`src/design/mac_filter_params.svh`:
```
`ifndef MAC_FILTER_PARAMS_SVH
`define MAC_FILTER_PARAMS_SVH

// ==========================================
// Register byte addresses
`define OFF_STATION_ADDRESS_HIGH 9'h104
`define OFF_STATION_ADDRESS_LOW  9'h108
`define OFF_GROUP_HASH_UPPER     9'h10C
`define OFF_GROUP_HASH_LOWER     9'h110
`define OFF_PHY_MGMT_CONTROL     9'h114
`define OFF_PHY_MGMT_DATA        9'h118
`define OFF_FILTER_CONTROL       9'h100

// ==========================================
// Reset values
`define RST_STATION_ADDRESS_HIGH 16'hFFFF
`define RST_STATION_ADDRESS_LOW  32'hFFFFFFFF
`define RST_GROUP_HASH           32'h00000000
`define RST_PHY_MGMT_DATA        16'h0000

// ==========================================
// Management control and filter control fields
`define MGMT_PHY_ADDR_HI  15
`define MGMT_PHY_ADDR_LO  11
`define MGMT_REG_INDEX_HI 10
`define MGMT_REG_INDEX_LO 6
`define MGMT_WRITE_BIT    1
`define MGMT_BUSY_BIT     0
`define FILTER_ACCEPT_ALL_BIT 0

// ==========================================
// Management clock timing
`define MDC_PERIOD_NS    400
`define CLK_PERIOD_NS    100
`define MDC_HALF_CYCLES  ((`MDC_PERIOD_NS / `CLK_PERIOD_NS) / 2)
`define MDIO_FRAME_BITS  64

`endif

```
`src/design/mac_filter_pkg.sv`:
```
package mac_filter_pkg;
   typedef enum logic [1:0] {
      mgmt_idle,
      mgmt_shift,
      mgmt_done
   } mgmt_state_t;
   typedef logic [5:0] hash_index_t;
endpackage : mac_filter_pkg

```
`src/design/mgmt_link_if.sv`:
```
`timescale 1ns/1ns
`default_nettype none
interface mgmt_link_if;
   logic        start;
   logic        write;
   logic [4:0]  phy_addr;
   logic [4:0]  reg_index;
   logic [15:0] wdata;
   logic        done;
   logic [15:0] rdata;
   modport ctrl (output start, output write, output phy_addr, output reg_index, output wdata,
                 input done, input rdata);
   modport engine (input start, input write, input phy_addr, input reg_index, input wdata,
                   output done, output rdata);
endinterface : mgmt_link_if
`default_nettype wire

```
`src/design/mgmt_frame_engine.sv`:
```
`timescale 1ns/1ns
`default_nettype none
`include "mac_filter_params.svh"
module mgmt_frame_engine
   import mac_filter_pkg::*;
(
   input  wire logic    clk_i,
   input  wire logic    rst_i,
   mgmt_link_if.engine  link,
   output logic         mdc_o,
   output logic         mdio_o,
   output logic         mdio_oe_n_o,
   input  wire logic    mdio_i
);
   localparam logic [7:0] HALF = 8'(`MDC_HALF_CYCLES);
   mgmt_state_t state;
   logic [7:0]  div;
   logic [6:0]  bitn;
   logic [63:0] shreg;
   logic [15:0] rd;
   logic        s1, s2, s3;

   // ==========================================
   // Input synchroniser
   always_ff @(posedge clk_i) begin
      s1 <= mdio_i;
      s2 <= s1;
      s3 <= s2;
   end

   // ==========================================
   // Clause-22 frame shifter
   always_ff @(posedge clk_i) begin
      if (rst_i) begin
         state       <= mgmt_idle;
         div         <= 8'h00;
         bitn        <= 7'h00;
         shreg       <= 64'h0;
         rd          <= 16'h0000;
         mdc_o       <= 1'b0;
         mdio_o      <= 1'b1;
         mdio_oe_n_o <= 1'b1;
         link.done   <= 1'b0;
      end else begin
         link.done <= 1'b0;
         unique case (state)
            mgmt_idle: begin
               mdc_o <= 1'b0;
               if (link.start) begin
                  // Preamble, start, opcode, addresses, turnaround, data
                  shreg <= {32'hFFFFFFFF, 2'b01, link.write ? 2'b01 : 2'b10,
                            link.phy_addr, link.reg_index,
                            link.write ? 2'b10 : 2'b11,
                            link.write ? link.wdata : 16'hFFFF};
                  bitn  <= 7'h00;
                  div   <= 8'h00;
                  state <= mgmt_shift;
               end
            end
            mgmt_shift: begin
               div <= div + 8'h01;
               if (div == HALF - 8'h01) begin
                  mdc_o <= 1'b1;
               end else if (div == HALF + HALF - 8'h01) begin
                  // Sample late in the bit, once the synchroniser has settled
                  if (s2 == s3)
                     rd <= {rd[14:0], s3};
                  div    <= 8'h00;
                  mdc_o  <= 1'b0;
                  bitn   <= bitn + 7'h01;
                  if (bitn == 7'(`MDIO_FRAME_BITS) - 7'h01)
                     state <= mgmt_done;
               end
               if (div == 8'h00) begin
                  mdio_o      <= shreg[63];
                  shreg       <= {shreg[62:0], 1'b1};
                  // Release the line for turnaround and read data
                  mdio_oe_n_o <= link.write ? 1'b0 : (bitn >= 7'd46);
               end
            end
            mgmt_done: begin
               mdio_oe_n_o <= 1'b1;
               mdio_o      <= 1'b1;
               link.done   <= 1'b1;
               state       <= mgmt_idle;
            end
            default: state <= mgmt_idle;
         endcase
      end
   end

   // Read data is the last 16 bits sampled while the synchroniser was settled
   assign link.rdata = rd;
endmodule : mgmt_frame_engine
`default_nettype wire

```
`src/design/mac_filter_regs.sv`:
```
`timescale 1ns/1ns
`default_nettype none
`include "mac_filter_params.svh"
module mac_filter_regs
   import mac_filter_pkg::*;
(
   input  wire logic        clk_i,
   input  wire logic        rst_i,
   input  wire logic        wb_cyc_i,
   input  wire logic        wb_stb_i,
   input  wire logic        wb_we_i,
   input  wire logic [8:0]  wb_adr_i,
   input  wire logic [3:0]  wb_sel_i,
   input  wire logic [31:0] wb_dat_i,
   output logic [31:0]      wb_dat_o,
   output logic             wb_ack_o,
   input  wire logic        rx_dest_valid_i,
   input  wire logic [47:0] rx_dest_addr_i,
   input  wire logic [5:0]  rx_hash_i,
   output logic             rx_addr_match_o,
   output logic             rx_group_accept_o,
   output logic             mdc_o,
   output logic             mdio_o,
   output logic             mdio_oe_n_o,
   input  wire logic        mdio_i
);
   logic [15:0] station_address_high;
   logic [31:0] station_address_low;
   logic [31:0] group_hash_upper;
   logic [31:0] group_hash_lower;
   logic [4:0]  phy_addr;
   logic [4:0]  phy_reg_index;
   logic        phy_write_select;
   logic        phy_access_busy;
   logic [15:0] phy_mgmt_data;
   logic        accept_all_group;
   logic        wr;
   logic [47:0] station;
   logic [31:0] next_rdata;
   mgmt_link_if link ();

   // ==========================================
   // Byte-lane merge
   function automatic logic [31:0] merge(input logic [31:0] old, input logic [31:0] nw,
                                         input logic [3:0] sel);
      logic [31:0] r;
      r = old;
      for (int i = 0; i < 4; i++)
         if (sel[i])
            r[i*8 +: 8] = nw[i*8 +: 8];
      return r;
   endfunction : merge

   function automatic logic hit(input logic [8:0] off);
      return wr && wb_adr_i == off;
   endfunction : hit

   // Write lands at the edge where the master sees ack high
   assign wr = wb_cyc_i && wb_stb_i && wb_we_i && wb_ack_o;

   // ==========================================
   // Wishbone answer, one wait state
   always_ff @(posedge clk_i) begin
      if (rst_i)
         wb_ack_o <= 1'b0;
      else
         wb_ack_o <= wb_cyc_i && wb_stb_i && !wb_ack_o;
   end

   always_comb begin
      next_rdata = 32'h0;
      unique case (wb_adr_i)
         `OFF_FILTER_CONTROL:       next_rdata = {31'h0, accept_all_group};
         `OFF_STATION_ADDRESS_HIGH: next_rdata = {16'h0, station_address_high};
         `OFF_STATION_ADDRESS_LOW:  next_rdata = station_address_low;
         `OFF_GROUP_HASH_UPPER:     next_rdata = group_hash_upper;
         `OFF_GROUP_HASH_LOWER:     next_rdata = group_hash_lower;
         `OFF_PHY_MGMT_CONTROL:     next_rdata = {16'h0, phy_addr, phy_reg_index, 4'h0,
                                                  phy_write_select, phy_access_busy};
         `OFF_PHY_MGMT_DATA:        next_rdata = {16'h0, phy_mgmt_data};
         default:                   next_rdata = 32'h0;
      endcase
   end

   always_ff @(posedge clk_i) begin
      if (rst_i)
         wb_dat_o <= 32'h0;
      else
         wb_dat_o <= next_rdata;
   end

   // ==========================================
   // Station address and hash table
   always_ff @(posedge clk_i) begin
      if (rst_i) begin
         station_address_high <= `RST_STATION_ADDRESS_HIGH;
         station_address_low  <= `RST_STATION_ADDRESS_LOW;
         group_hash_upper     <= `RST_GROUP_HASH;
         group_hash_lower     <= `RST_GROUP_HASH;
         accept_all_group     <= 1'b0;
      end else begin
         if (hit(`OFF_STATION_ADDRESS_HIGH))
            station_address_high <= 16'(merge({16'h0, station_address_high}, wb_dat_i, wb_sel_i));
         if (hit(`OFF_STATION_ADDRESS_LOW))
            station_address_low <= merge(station_address_low, wb_dat_i, wb_sel_i);
         if (hit(`OFF_GROUP_HASH_UPPER))
            group_hash_upper <= merge(group_hash_upper, wb_dat_i, wb_sel_i);
         if (hit(`OFF_GROUP_HASH_LOWER))
            group_hash_lower <= merge(group_hash_lower, wb_dat_i, wb_sel_i);
         if (hit(`OFF_FILTER_CONTROL) && wb_sel_i[0])
            accept_all_group <= wb_dat_i[`FILTER_ACCEPT_ALL_BIT];
      end
   end

   // ==========================================
   // Receive filter decisions
   // First received octet in bits 47:40 of rx_dest_addr_i
   assign station = {station_address_low[7:0], station_address_low[15:8],
                     station_address_low[23:16], station_address_low[31:24],
                     station_address_high[7:0], station_address_high[15:8]};

   always_ff @(posedge clk_i) begin
      if (rst_i) begin
         rx_addr_match_o   <= 1'b0;
         rx_group_accept_o <= 1'b0;
      end else begin
         rx_addr_match_o <= rx_dest_valid_i && rx_dest_addr_i == station;
         rx_group_accept_o <= rx_dest_valid_i && rx_dest_addr_i[40] &&
                              (accept_all_group ||
                               (rx_hash_i[5] ? group_hash_upper[rx_hash_i[4:0]]
                                             : group_hash_lower[rx_hash_i[4:0]]));
      end
   end

   // ==========================================
   // Management control and data
   always_ff @(posedge clk_i) begin
      if (rst_i) begin
         phy_addr         <= 5'h00;
         phy_reg_index    <= 5'h00;
         phy_write_select <= 1'b0;
         phy_access_busy  <= 1'b0;
      end else begin
         if (link.done)
            phy_access_busy <= 1'b0;
         if (hit(`OFF_PHY_MGMT_CONTROL) && !phy_access_busy) begin
            if (wb_sel_i[0]) begin
               phy_write_select <= wb_dat_i[`MGMT_WRITE_BIT];
               phy_access_busy  <= wb_dat_i[`MGMT_BUSY_BIT];
               phy_reg_index[1:0] <= wb_dat_i[7:6];
            end
            if (wb_sel_i[1]) begin
               phy_reg_index[4:2] <= wb_dat_i[`MGMT_REG_INDEX_HI:8];
               phy_addr <= wb_dat_i[`MGMT_PHY_ADDR_HI:`MGMT_PHY_ADDR_LO];
            end
         end
      end
   end

   always_ff @(posedge clk_i) begin
      if (rst_i)
         phy_mgmt_data <= `RST_PHY_MGMT_DATA;
      else if (link.done && !phy_write_select)
         phy_mgmt_data <= link.rdata;
      else if (hit(`OFF_PHY_MGMT_DATA) && !phy_access_busy)
         phy_mgmt_data <= 16'(merge({16'h0, phy_mgmt_data}, wb_dat_i, wb_sel_i));
   end

   // Launch pulse on the busy bit rising
   always_ff @(posedge clk_i) begin
      if (rst_i)
         link.start <= 1'b0;
      else
         link.start <= hit(`OFF_PHY_MGMT_CONTROL) && !phy_access_busy &&
                       wb_sel_i[0] && wb_dat_i[`MGMT_BUSY_BIT];
   end

   assign link.write     = phy_write_select;
   assign link.phy_addr  = phy_addr;
   assign link.reg_index = phy_reg_index;
   assign link.wdata     = phy_mgmt_data;

   mgmt_frame_engine u_engine (
      .clk_i       (clk_i),
      .rst_i       (rst_i),
      .link        (link),
      .mdc_o       (mdc_o),
      .mdio_o      (mdio_o),
      .mdio_oe_n_o (mdio_oe_n_o),
      .mdio_i      (mdio_i)
   );
endmodule : mac_filter_regs
`default_nettype wire

```
`config.mk`:
```
export PLATFORM = sky130hd
export DESIGN_NAME = mac_filter_regs
export DESIGN_NICKNAME = d
export VERILOG_FILES = /design/src/design/mac_filter_pkg.sv /design/src/design/mgmt_link_if.sv /design/src/design/mgmt_frame_engine.sv /design/src/design/mac_filter_regs.sv
export VERILOG_INCLUDE_DIRS = /design/src /design/src/design
export SDC_FILE = /design/constraint.sdc
export NUM_CORES = 1
export LEC_CHECK = 0
export ABC_AREA = 1
export BUFFER_PORTS_ARGS = -buffer_cell sky130_fd_sc_hd__buf_2
export CORE_MARGIN = 2
export CORE_UTILIZATION = 63
export CTS_CLUSTER_SIZE = 30
export DETAILED_ROUTE_END_ITERATION = 6
export PLACE_DENSITY = 0.85
export SLEW_MARGIN = 25
export SYNTH_ARGS = -nofsm -noshare
export SYNTH_HDL_FRONTEND = slang
export SYNTH_SLANG_ARGS = --single-unit
```
`constraint.sdc`:
```
create_clock -name clk_i -period 4.92 [get_ports clk_i]
set_clock_uncertainty 0.05 [all_clocks]
set_input_delay 0.492 -clock clk_i [delete_from_list [all_inputs] [get_ports clk_i]]
set_output_delay 0.492 -clock clk_i [all_outputs]
set_load 0.005 [all_outputs]
```
Word level (Yosys, flattened, before mapping)
Cells that the tools add are included.
Storage, ports and cells
  logic and storage cells: 161
  bits in registers: 281
  output and inout port bits: 38
Cells by class
  mux-type cells: 41
  reductions and logical operators: 56
  eq/ne operators: 20
  $add $sub $neg: 2
  $lt $le $gt $ge: 2
  bitwise operators: 1
Operator list (number)
  $pmux W32 S7: 1
  $mux W64: 2
  $pmux W64 S2: 1
  $eq A9 B9 Y1 const B: 7
  $eq A48 B48 Y1: 1
  $mux W16: 3
  $reduce_and A2 Y1: 21
  $mux W8: 5
  $mux W7: 3
  $logic_and A1 B1 Y1: 20
  $pmux W8 S2: 1
  $pmux W7 S2: 1
  $mux W1: 13
  $reduce_and A4 Y1: 3
  $bmux W1 S5: 2
  $mux W2: 5
  $reduce_bool A2 Y1: 5
  $add A8 B1 Y8 const B: 1
  $eq A8 B1 Y1 const B: 1
  $eq A8 B2 Y1 const B: 1
  $logic_not A8 Y1: 1
  $add A7 B1 Y7 const B: 1
  $eq A7 B6 Y1 const B: 1
  $ge A7 B6 Y1 const B: 1
  other kinds (14): 21

Logic depth before layout (Yosys ltp)
Gate-level depths: netlist of run 1.
  depth in word-level cells: 7
  mapped depth: 13

Cells and area by module
A second synthesis of run 1 with hierarchy kept.
Second synthesis, totals
  cell total of the unflattened synthesis: 1721
  area total of the unflattened synthesis: 12669.7 sq um
By module, submodules not included
  mac_filter_regs: times used 1, area an instance 8358.0 sq um, cells an instance 1151, seq. area each 3543.4 sq um
  mgmt_frame_engine: times used 1, area an instance 4311.6 sq um, cells an instance 570, seq. area each 2082.0 sq um

Worst setup path before layout of run 1
No wires, ideal clock.
  path type: input-to-reg
  start: input wb_adr_i[7]
  end: register group_hash_lower[30]
  arrival: 1607 ps
  stages on the path: 9
  data required time: 4751 ps
  path slack: 3143 ps
  cells stage by stage: nor2_2 nand3_2 nor3_2 inv_2 nor2_2 nand2_1 buf_2 o21ai_0 a21oi_1
On the way
  word-level cells in the longest chain between the ends: 3
Ends and longest elaborated chain
  start: declaration: RTL line mac_filter_regs.sv:12  | input wire logic [8:0] wb_adr_i,
  $eq A9 B9 Y1: RTL line mac_filter_regs.sv:55  | return wr && wb_adr_i == off;
  $logic_and A1 B1 Y1: RTL line mac_filter_regs.sv:55
  $reduce_and A2 Y1 (no source line)
  end signal: assignment: RTL line mac_filter_regs.sv:99  | group_hash_lower <= `RST_GROUP_HASH;
  end signal: assignment: RTL line mac_filter_regs.sv:109  | group_hash_lower <= merge(group_hash_lower, wb_dat_i, wb_sel_i);
  end: declaration: RTL line mac_filter_regs.sv:30  | logic [31:0] group_hash_lower;
Every way passes these cells.
A chain may end at the register's enable or synchronous reset.

Worst setup path after layout of run 1
  start: input wb_adr_i[2]
  end: register wb_dat_o[0]
On the way
  word-level cells in the longest chain between the ends: 2
  elaborated cells between the ends (all ways): 8
  those cells by class: 7 x eq/ne; 1 x mux
Ends and longest elaborated chain
  $eq A9 B9 Y1: RTL line mac_filter_regs.sv:72  | unique case (wb_adr_i)
  $pmux W32 S7 *: RTL line mac_filter_regs.sv:72
  end signal: assignment: RTL line mac_filter_regs.sv:89  | wb_dat_o <= next_rdata;
  end: declaration: RTL line mac_filter_regs.sv:15  | output logic [31:0] wb_dat_o,
Mark *: on every way between the ends. The rest lies on a longest branch, timed or not.

==> summary.txt, run 1 <==
antenna violations before repair: 1
crit-path max FO: 39
WHS: 0.1311 ns
Async S/R FF share, synth: 0%
PwrDens: 332.3 nW/um^2
global route overflow: 0
core area: 19330 um^2
Pre-antenna DRT Iters: 7
placed cell area: 13010 um^2
reg2reg setup slack: 2.50 ns
status: finished with violations
DR WL/cell: 18.51 um
syn nets: 1801
static leakage: 5.946 nW
Final ANT Viol Nets: 0
die area: 20700 um^2
Root Driver: clkbuf_16
clock-pin transition on the worst setup and hold timing paths: 0.06 ns
most frequent cells in the layout: 356 x nand2_1, 281 x dfxtp_1, 227 x o21ai_0
final WL: 38090 um
DRC violations left: 1
clk sinks: 281
min cycle time layout: 2.438 ns
Overall Power: 4.632 mW
Post-Synthesis Cells: 1690
GRT Util Overall: 36.24%
Warnings, synthesis: 0
xor and xnor area share after synthesis: 1.066%
register area share after synthesis: 45.64%
die width: 143.9 um
Highest Signal Layer: met5
CTS tree: built
adder-cell share of the synthesized area: 0.5076%
max-cap viol count: 0
CTS-repair resized insts: 0
simple-gate share of the synthesized area: 20.96%
r2r startpoint: u_engine.div[0]$_SDFFE_PP0P_
CP required: 5.25 ns
fin. max-slew vios: 0
Layout Nets: 1885
crit path kind: primary input to flop
PortBufs: 143
Synth Flop Type: dfxtp_1
Avg Cell Area, Syn: 7.292 um^2
Compound-Gate Fraction of Synth Area: 23.17%
CP Data Arrival Time: 2.77 ns
Final Instance Area: 13940 um^2
Crit. End Element: flop
violated checks: design-rule violations
row count: 51
diode count: 0
global-route wire length before repair: 59130 um
clock latency on the worst-skew pair: 0.55 ns
period utilization: 49.55%
TNS Setup: 0 ns
Detailed Route Iter0 Violations: 1769
H-tree depth: 1
worst min-delay path endpoint: wb_ack_o$_SDFF_PP0_
Worst Min Path Start: wb_stb_i
setup bufs post-CTS: 0
reg2reg path depth: 9
worst hold stages: 3
endpoints failing setup: 0
largest family of logic cells by synthesized area: compound AO/OA/AOI/OAI gates
Initial Utilization: 63.74%
dpl hpwl: 26110 um
Synth Register Bits: 281
fraction of layout cells with a size suffix above 1: 12.60%
CTS max path bufs: 3
Final Hold Fails: 0
dpl ws: 2.058 ns
maximum VDD drop: 0.2478 mV
crit path launch type: primary input
RSZ-0062 raised after global routing: false
most common cell after layout, fill and taps aside: nand2_1
largest net degree at the start of global routing: 94
vias per inst: 6.138
via count: 12630
met2 routed WL: 16920 um
worst setup margin: 2.482 ns
routability cong.: 0.9500
Post-synth EDFFs: 0
Top Ports: 144
Layout Area Growth over Synthesis: 13.10%
vias in the first global route: 11420
wl on met1: 15260 um
post-synthesis cell type count: 40
WL met3: 4395 um
Mapped Area: 12320 um^2
Achievable Freq: 0.4102 GHz
Worst R2R End: u_engine.shreg[31]$_SDFFE_PP0P_
Hold Crit Class: primary input to flop
Max-slew headroom: 30.90%
mux cell area share after synthesis: 0%
Die Span Y: 143.9 um
clock buffer count from CTS: 29
Tightest Pin Transition: 1.035 ns
[report_power, final]
| group | switching [mW] | internal, mW | leakage [nW] | total (mW) |
|---|---|---|---|---|
| logic | 0.136 | 0.0632 | 3.23 | 0.199 |
| clock network | 0.893 | 1.26 | 0.450 | 2.15 |
| registers | 0.00100 | 2.28 | 2.27 | 2.28 |
[kinds of logic (layout without fill, tap and decap cells)]
group,after synthesis,count (layout)
xor gates and xnor gates,15,15
AOI/OAI and AO/OA,522,522
buffers and inverters,267,370
adders and majority gates,5,5
and+or+nand+nor,600,600
DFF,281,281
[area by class of cell]
type,count,area [um^2]
clock buffer,44,832.0
clock inverter,6,83.83
fill,1577,5396
inverter,165,621.8
multi-input combinational,1142,5635
sequential,281,5625
tap,265,331.6
timing repair buffer,155,808.3
[layer usage]
| layer | GRT usage (%) | vias to the layer above |
|---|---|---|
| met3 | 7.997 | 125 |
| met1 | 49.45 | 5833 |
| met2 | 56.02 | 776 |
| met5 | 0 | - |
| li1 | - | 5896 |
| met4 | 14.45 | 2 |
[registers in the layout (all words and copies together) (netlist names), 5 cells and up]
signal	flops
link.wdata	16
u_engine.link.rdata	16
wb_dat_o	32
u_engine.shreg	64
link.reg_index	5
group_hash_lower	32
group_hash_upper	32
station_address_low	32
u_engine.div	8
link.phy_addr	5
u_engine.bitn	7
station_address_high	16
[through the flow]
| stage | instances | utilization (%) |
|---|---|---|
| CTS | 2058 | 72.09 |
| detailed placement | 2007 | 67.30 |
| floorplan | 1690 | - |
| global route | 2058 | 72.09 |
| finish | 2058 | 72.09 |
| global placement | 2007 | 67.30 |
[cell usage after synthesis (4+ instances only)]
cell / count / area (um^2)
nand3_1: 119 / 595.6
a221oi_1: 6 / 52.55
o211ai_1: 33 / 247.7
nand2_2: 5 / 31.28
buf_2: 30 / 150.1
nor4_1: 6 / 37.54
inv_1: 154 / 578.1
inv_2: 9 / 33.78
o21ai_0: 227 / 1136
nand4_1: 24 / 150.1
o221ai_1: 4 / 35.03
dfxtp_1: 281 / 5625
ha_1: 5 / 62.56
o22ai_1: 22 / 137.6
buf_4: 7 / 52.55
nand2_1: 356 / 1336
nor2_2: 6 / 37.54
xnor2_1: 9 / 78.83
clkbuf_1: 63 / 236.5
a211oi_1: 5 / 37.54
a21oi_1: 171 / 855.8
nor3_1: 17 / 85.08
a31oi_1: 45 / 281.5
nor2_1: 54 / 202.7
xor2_1: 6 / 52.55
[worst max path at each step]
stage                                             end                          from  slack (ns)
finish                         wb_dat_o[0]$_SDFF_PP0_                   wb_adr_i[2]        2.48
global route          u_engine.shreg[31]$_SDFFE_PP0P_  u_engine.div[0]$_SDFFE_PP0P_        2.32
CTS                   u_engine.shreg[31]$_SDFFE_PP0P_  u_engine.div[0]$_SDFFE_PP0P_        2.52
detailed placement  group_hash_upper[27]$_SDFFE_PP0P_                   wb_adr_i[7]        2.06
global placement    group_hash_upper[29]$_SDFFE_PP0P_                   wb_adr_i[7]        2.14
floorplan           group_hash_lower[30]$_SDFFE_PP0P_                   wb_adr_i[7]        3.14
[timing repair]
| item | in CTS | in global routing |
|---|---|---|
| hold buffers | 1 | 0 |
| hold endpoints to repair | 1 | 0 |
| endpoints found under the setup margin | 0 | 0 |
[worst max-delay path: stages]
cell	delay, ns
buf_2	0.11
inv_1	0.07
nand4_1	0.19
nor2_2	0.05
buf_4	0.28
inv_1	0.45
nand4_1	0.18
o21ai_2	0.79
nor2_1	0.13
No activity file was read; power rests on OpenSTA's default activity.
==> run 2, diff against run 1 <==
- ABC_AREA: 1 -> 0
- CORE_UTILIZATION: 63 -> 58
- PLACE_DENSITY: 0.85 -> 0.79
- clock period: 4.92 -> 2.5 ns (I/O delays scaled with it)
==> summary.txt, run 2 <==
synth top area cells: dfxtp_1 46%, nand2_1 7.7%, a21oi_1 4.9%
PwrDens: 626.3 nW/um^2
most frequent cells in the layout: 281 x dfxtp_1, 251 x nand2_1, 142 x buf_2
Layout Area Growth over Synthesis: 18.94%
Tightest Pin Transition: 0.7746 ns
row count: 53
diode count: 0
Pre-antenna DRT Iters: 7
violated checks: design-rule violations
CP required: 2.91 ns
final core utilization: 69.93%
Synth Register Bits: 281
static leakage: 5.362 nW
global route overflow: 0
GRT Util Overall: 31.46%
Hold Crit Class: primary input to flop
Async S/R FF share, synth: 0%
Avg Cell Area, Syn: 8.553 um^2
fin. max-slew vios: 0
Post-synth EDFFs: 0
CP cell instances: nor4_4 > nand4_1 > buf_4 > nand2_2 > buf_4 > nor2_1 > nor3_1
period utilization: 87.65%
H-tree depth: 1
Die Span Y: 149.5 um
final WL: 36120 um
min cycle time layout: 2.191 ns
slowest stage cell, crit path: nor4_4
RSZ-0062 raised after global routing: false
global-route wire length before repair: 56430 um
CTS tree: built
crit-path max FO: 25
Mapped Area: 12280 um^2
dpl ws: 0.3218 ns
fraction of layout cells with a size suffix above 1: 15.88%
via count: 11610
Yosys top cell area share: 45.80%
syn nets: 1547
crit path kind: flop to flop
cell mode on critical path: buf_4
vias per inst: 6.170
DRC violations left: 2
Root Driver: clkbuf_16
Warnings, synthesis: 0
max-cap viol count: 0
Overall Power: 9.148 mW
vias in the first global route: 10770
Final ANT Viol Nets: 0
crit path launch type: flop
dpl hpwl: 24370 um
worst setup margin: 0.3088 ns
Final Hold Fails: 0
CTS-repair resized insts: 0
Post-Synthesis Cells: 1436
TNS Setup: 0 ns
Layout Nets: 1695
Initial Utilization: 58.80%
Synth Flop Type: dfxtp_1
Crit path largest cell delay: 0.46 ns
most flop-heavy register: u_engine.shreg
clk sinks: 281
maximum VDD drop: 0.5471 mV
CP Data Arrival Time: 2.60 ns
post-synthesis cell type count: 55
Top Ports: 144
die area: 22350 um^2
Achievable Freq: 0.4564 GHz
routability cong.: 0.9279
antenna violations before repair: 0
max reg flops: 64
Detailed Route Iter0 Violations: 1252
Post-synth top cells: 281 x dfxtp_1, 252 x nand2_1, 131 x nor2_1
Max-slew headroom: 48.36%
setup bufs post-CTS: 0
CTS max path bufs: 3
die width: 149.5 um
register area share after synthesis: 45.80%
dominant cell type by area after synthesis: dfxtp_1
endpoints failing setup: 0
status: finished with violations
clock buffer count from CTS: 30
Crit. End Element: flop
largest net degree at the start of global routing: 109
most frequent cell after synthesis: dfxtp_1
core area: 20890 um^2
DR WL/cell: 19.20 um
PortBufs: 143
most common cell after layout, fill and taps aside: dfxtp_1
clock latency on the worst-skew pair: 0.54 ns
clock-pin transition on the worst setup and hold timing paths: 0.06 ns
[run 2: cell types whose count changed in the layout (fill, tap and decap cells not counted), sizes merged, moves of 51 or more]
cell,change
nand3b,+58
nor2,+70
nor3,+56
a21oi,-51
inv,-152
o21ai,-164
nand2,-109
nand3,-102
[run 2: cell type report]
cell class,instances,area [um^2]
Fill cell,1624,6281
Multi-Input combinational cell,1038,6181
Sequential cell,281,5625
Timing Repair Buffer,221,1463
Clock buffer,48,919.6
Tap cell,275,344.1
Inverter,12,45.04
Clock inverter,6,30.03
[run 2: timing repair]
action                                 4_1_cts  5_1_grt
hold buffers                                37        0
endpoints found under the hold margin      126        0
setup endpoints to repair                    0        0
[run 2: metrics by stage]
stage,instances,instance area (um^2),hold WS (ns)
6_report,1881,14610,0.02938
5_1_grt,1881,14610,0.04505
4_1_cts,1881,14610,0.01981
3_5_place_dp,1790,13290,0.2671
3_3_place_gp,1790,13290,0.2646
2_1_floorplan,1436,12280,0.2277
[run 2: critical path: cells and delay by family (launching register included)]
family | cells | cell delay, ns
buf+inv | 2 | 0.51
flops | 1 | 0.36
simple gates | 5 | 1.16
[run 2: kinds of logic after synthesis]
| kind of cell | synth area share, % |
|---|---|
| multiplexers | 5.715 |
| adder cells (fa/ha/maj) | 0.5094 |
| XOR/XNOR | 3.708 |
| flip-flops | 45.80 |
| buffers and inverters | 3.912 |
| AO/OA/AOI/OAI | 16.55 |
| AND/OR/NAND/NOR | 23.80 |
[run 2: power breakdown]
part / switching, mW / internal (mW)
combinational: 0.235 / 0.166
clock: 1.77 / 2.49
sequential: 0.00182 / 4.48
total: 2.01 / 7.14
[run 2: path summary, 6_finish.rpt]
check | cells after the start | slack (ns) | startpoint | end
max reg2reg | 7 | 0.31 | u_engine.div[3]$_SDFFE_PP0P_ | u_engine.shreg[57]$_SDFFE_PP0P_
min reg2reg | 0 | 0.28 | u_engine.s1$_DFF_P_ | u_engine.s2$_DFF_P_
min | 4 | 0.03 | rx_dest_addr_i[9] | rx_addr_match_o$_SDFF_PP0_
max | 7 | 0.31 | u_engine.div[3]$_SDFFE_PP0P_ | u_engine.shreg[57]$_SDFFE_PP0P_
[run 2: routing by layer]
metal | global-route usage [%] | part of all wire (%) | vias up
met5 | 0 | 0 | -
li1 | - | - | 5405
met4 | 14.52 | 4.7 | 0
met1 | 39.99 | 40 | 5433
met2 | 52.78 | 47 | 635
met3 | 4.817 | 8.3 | 133
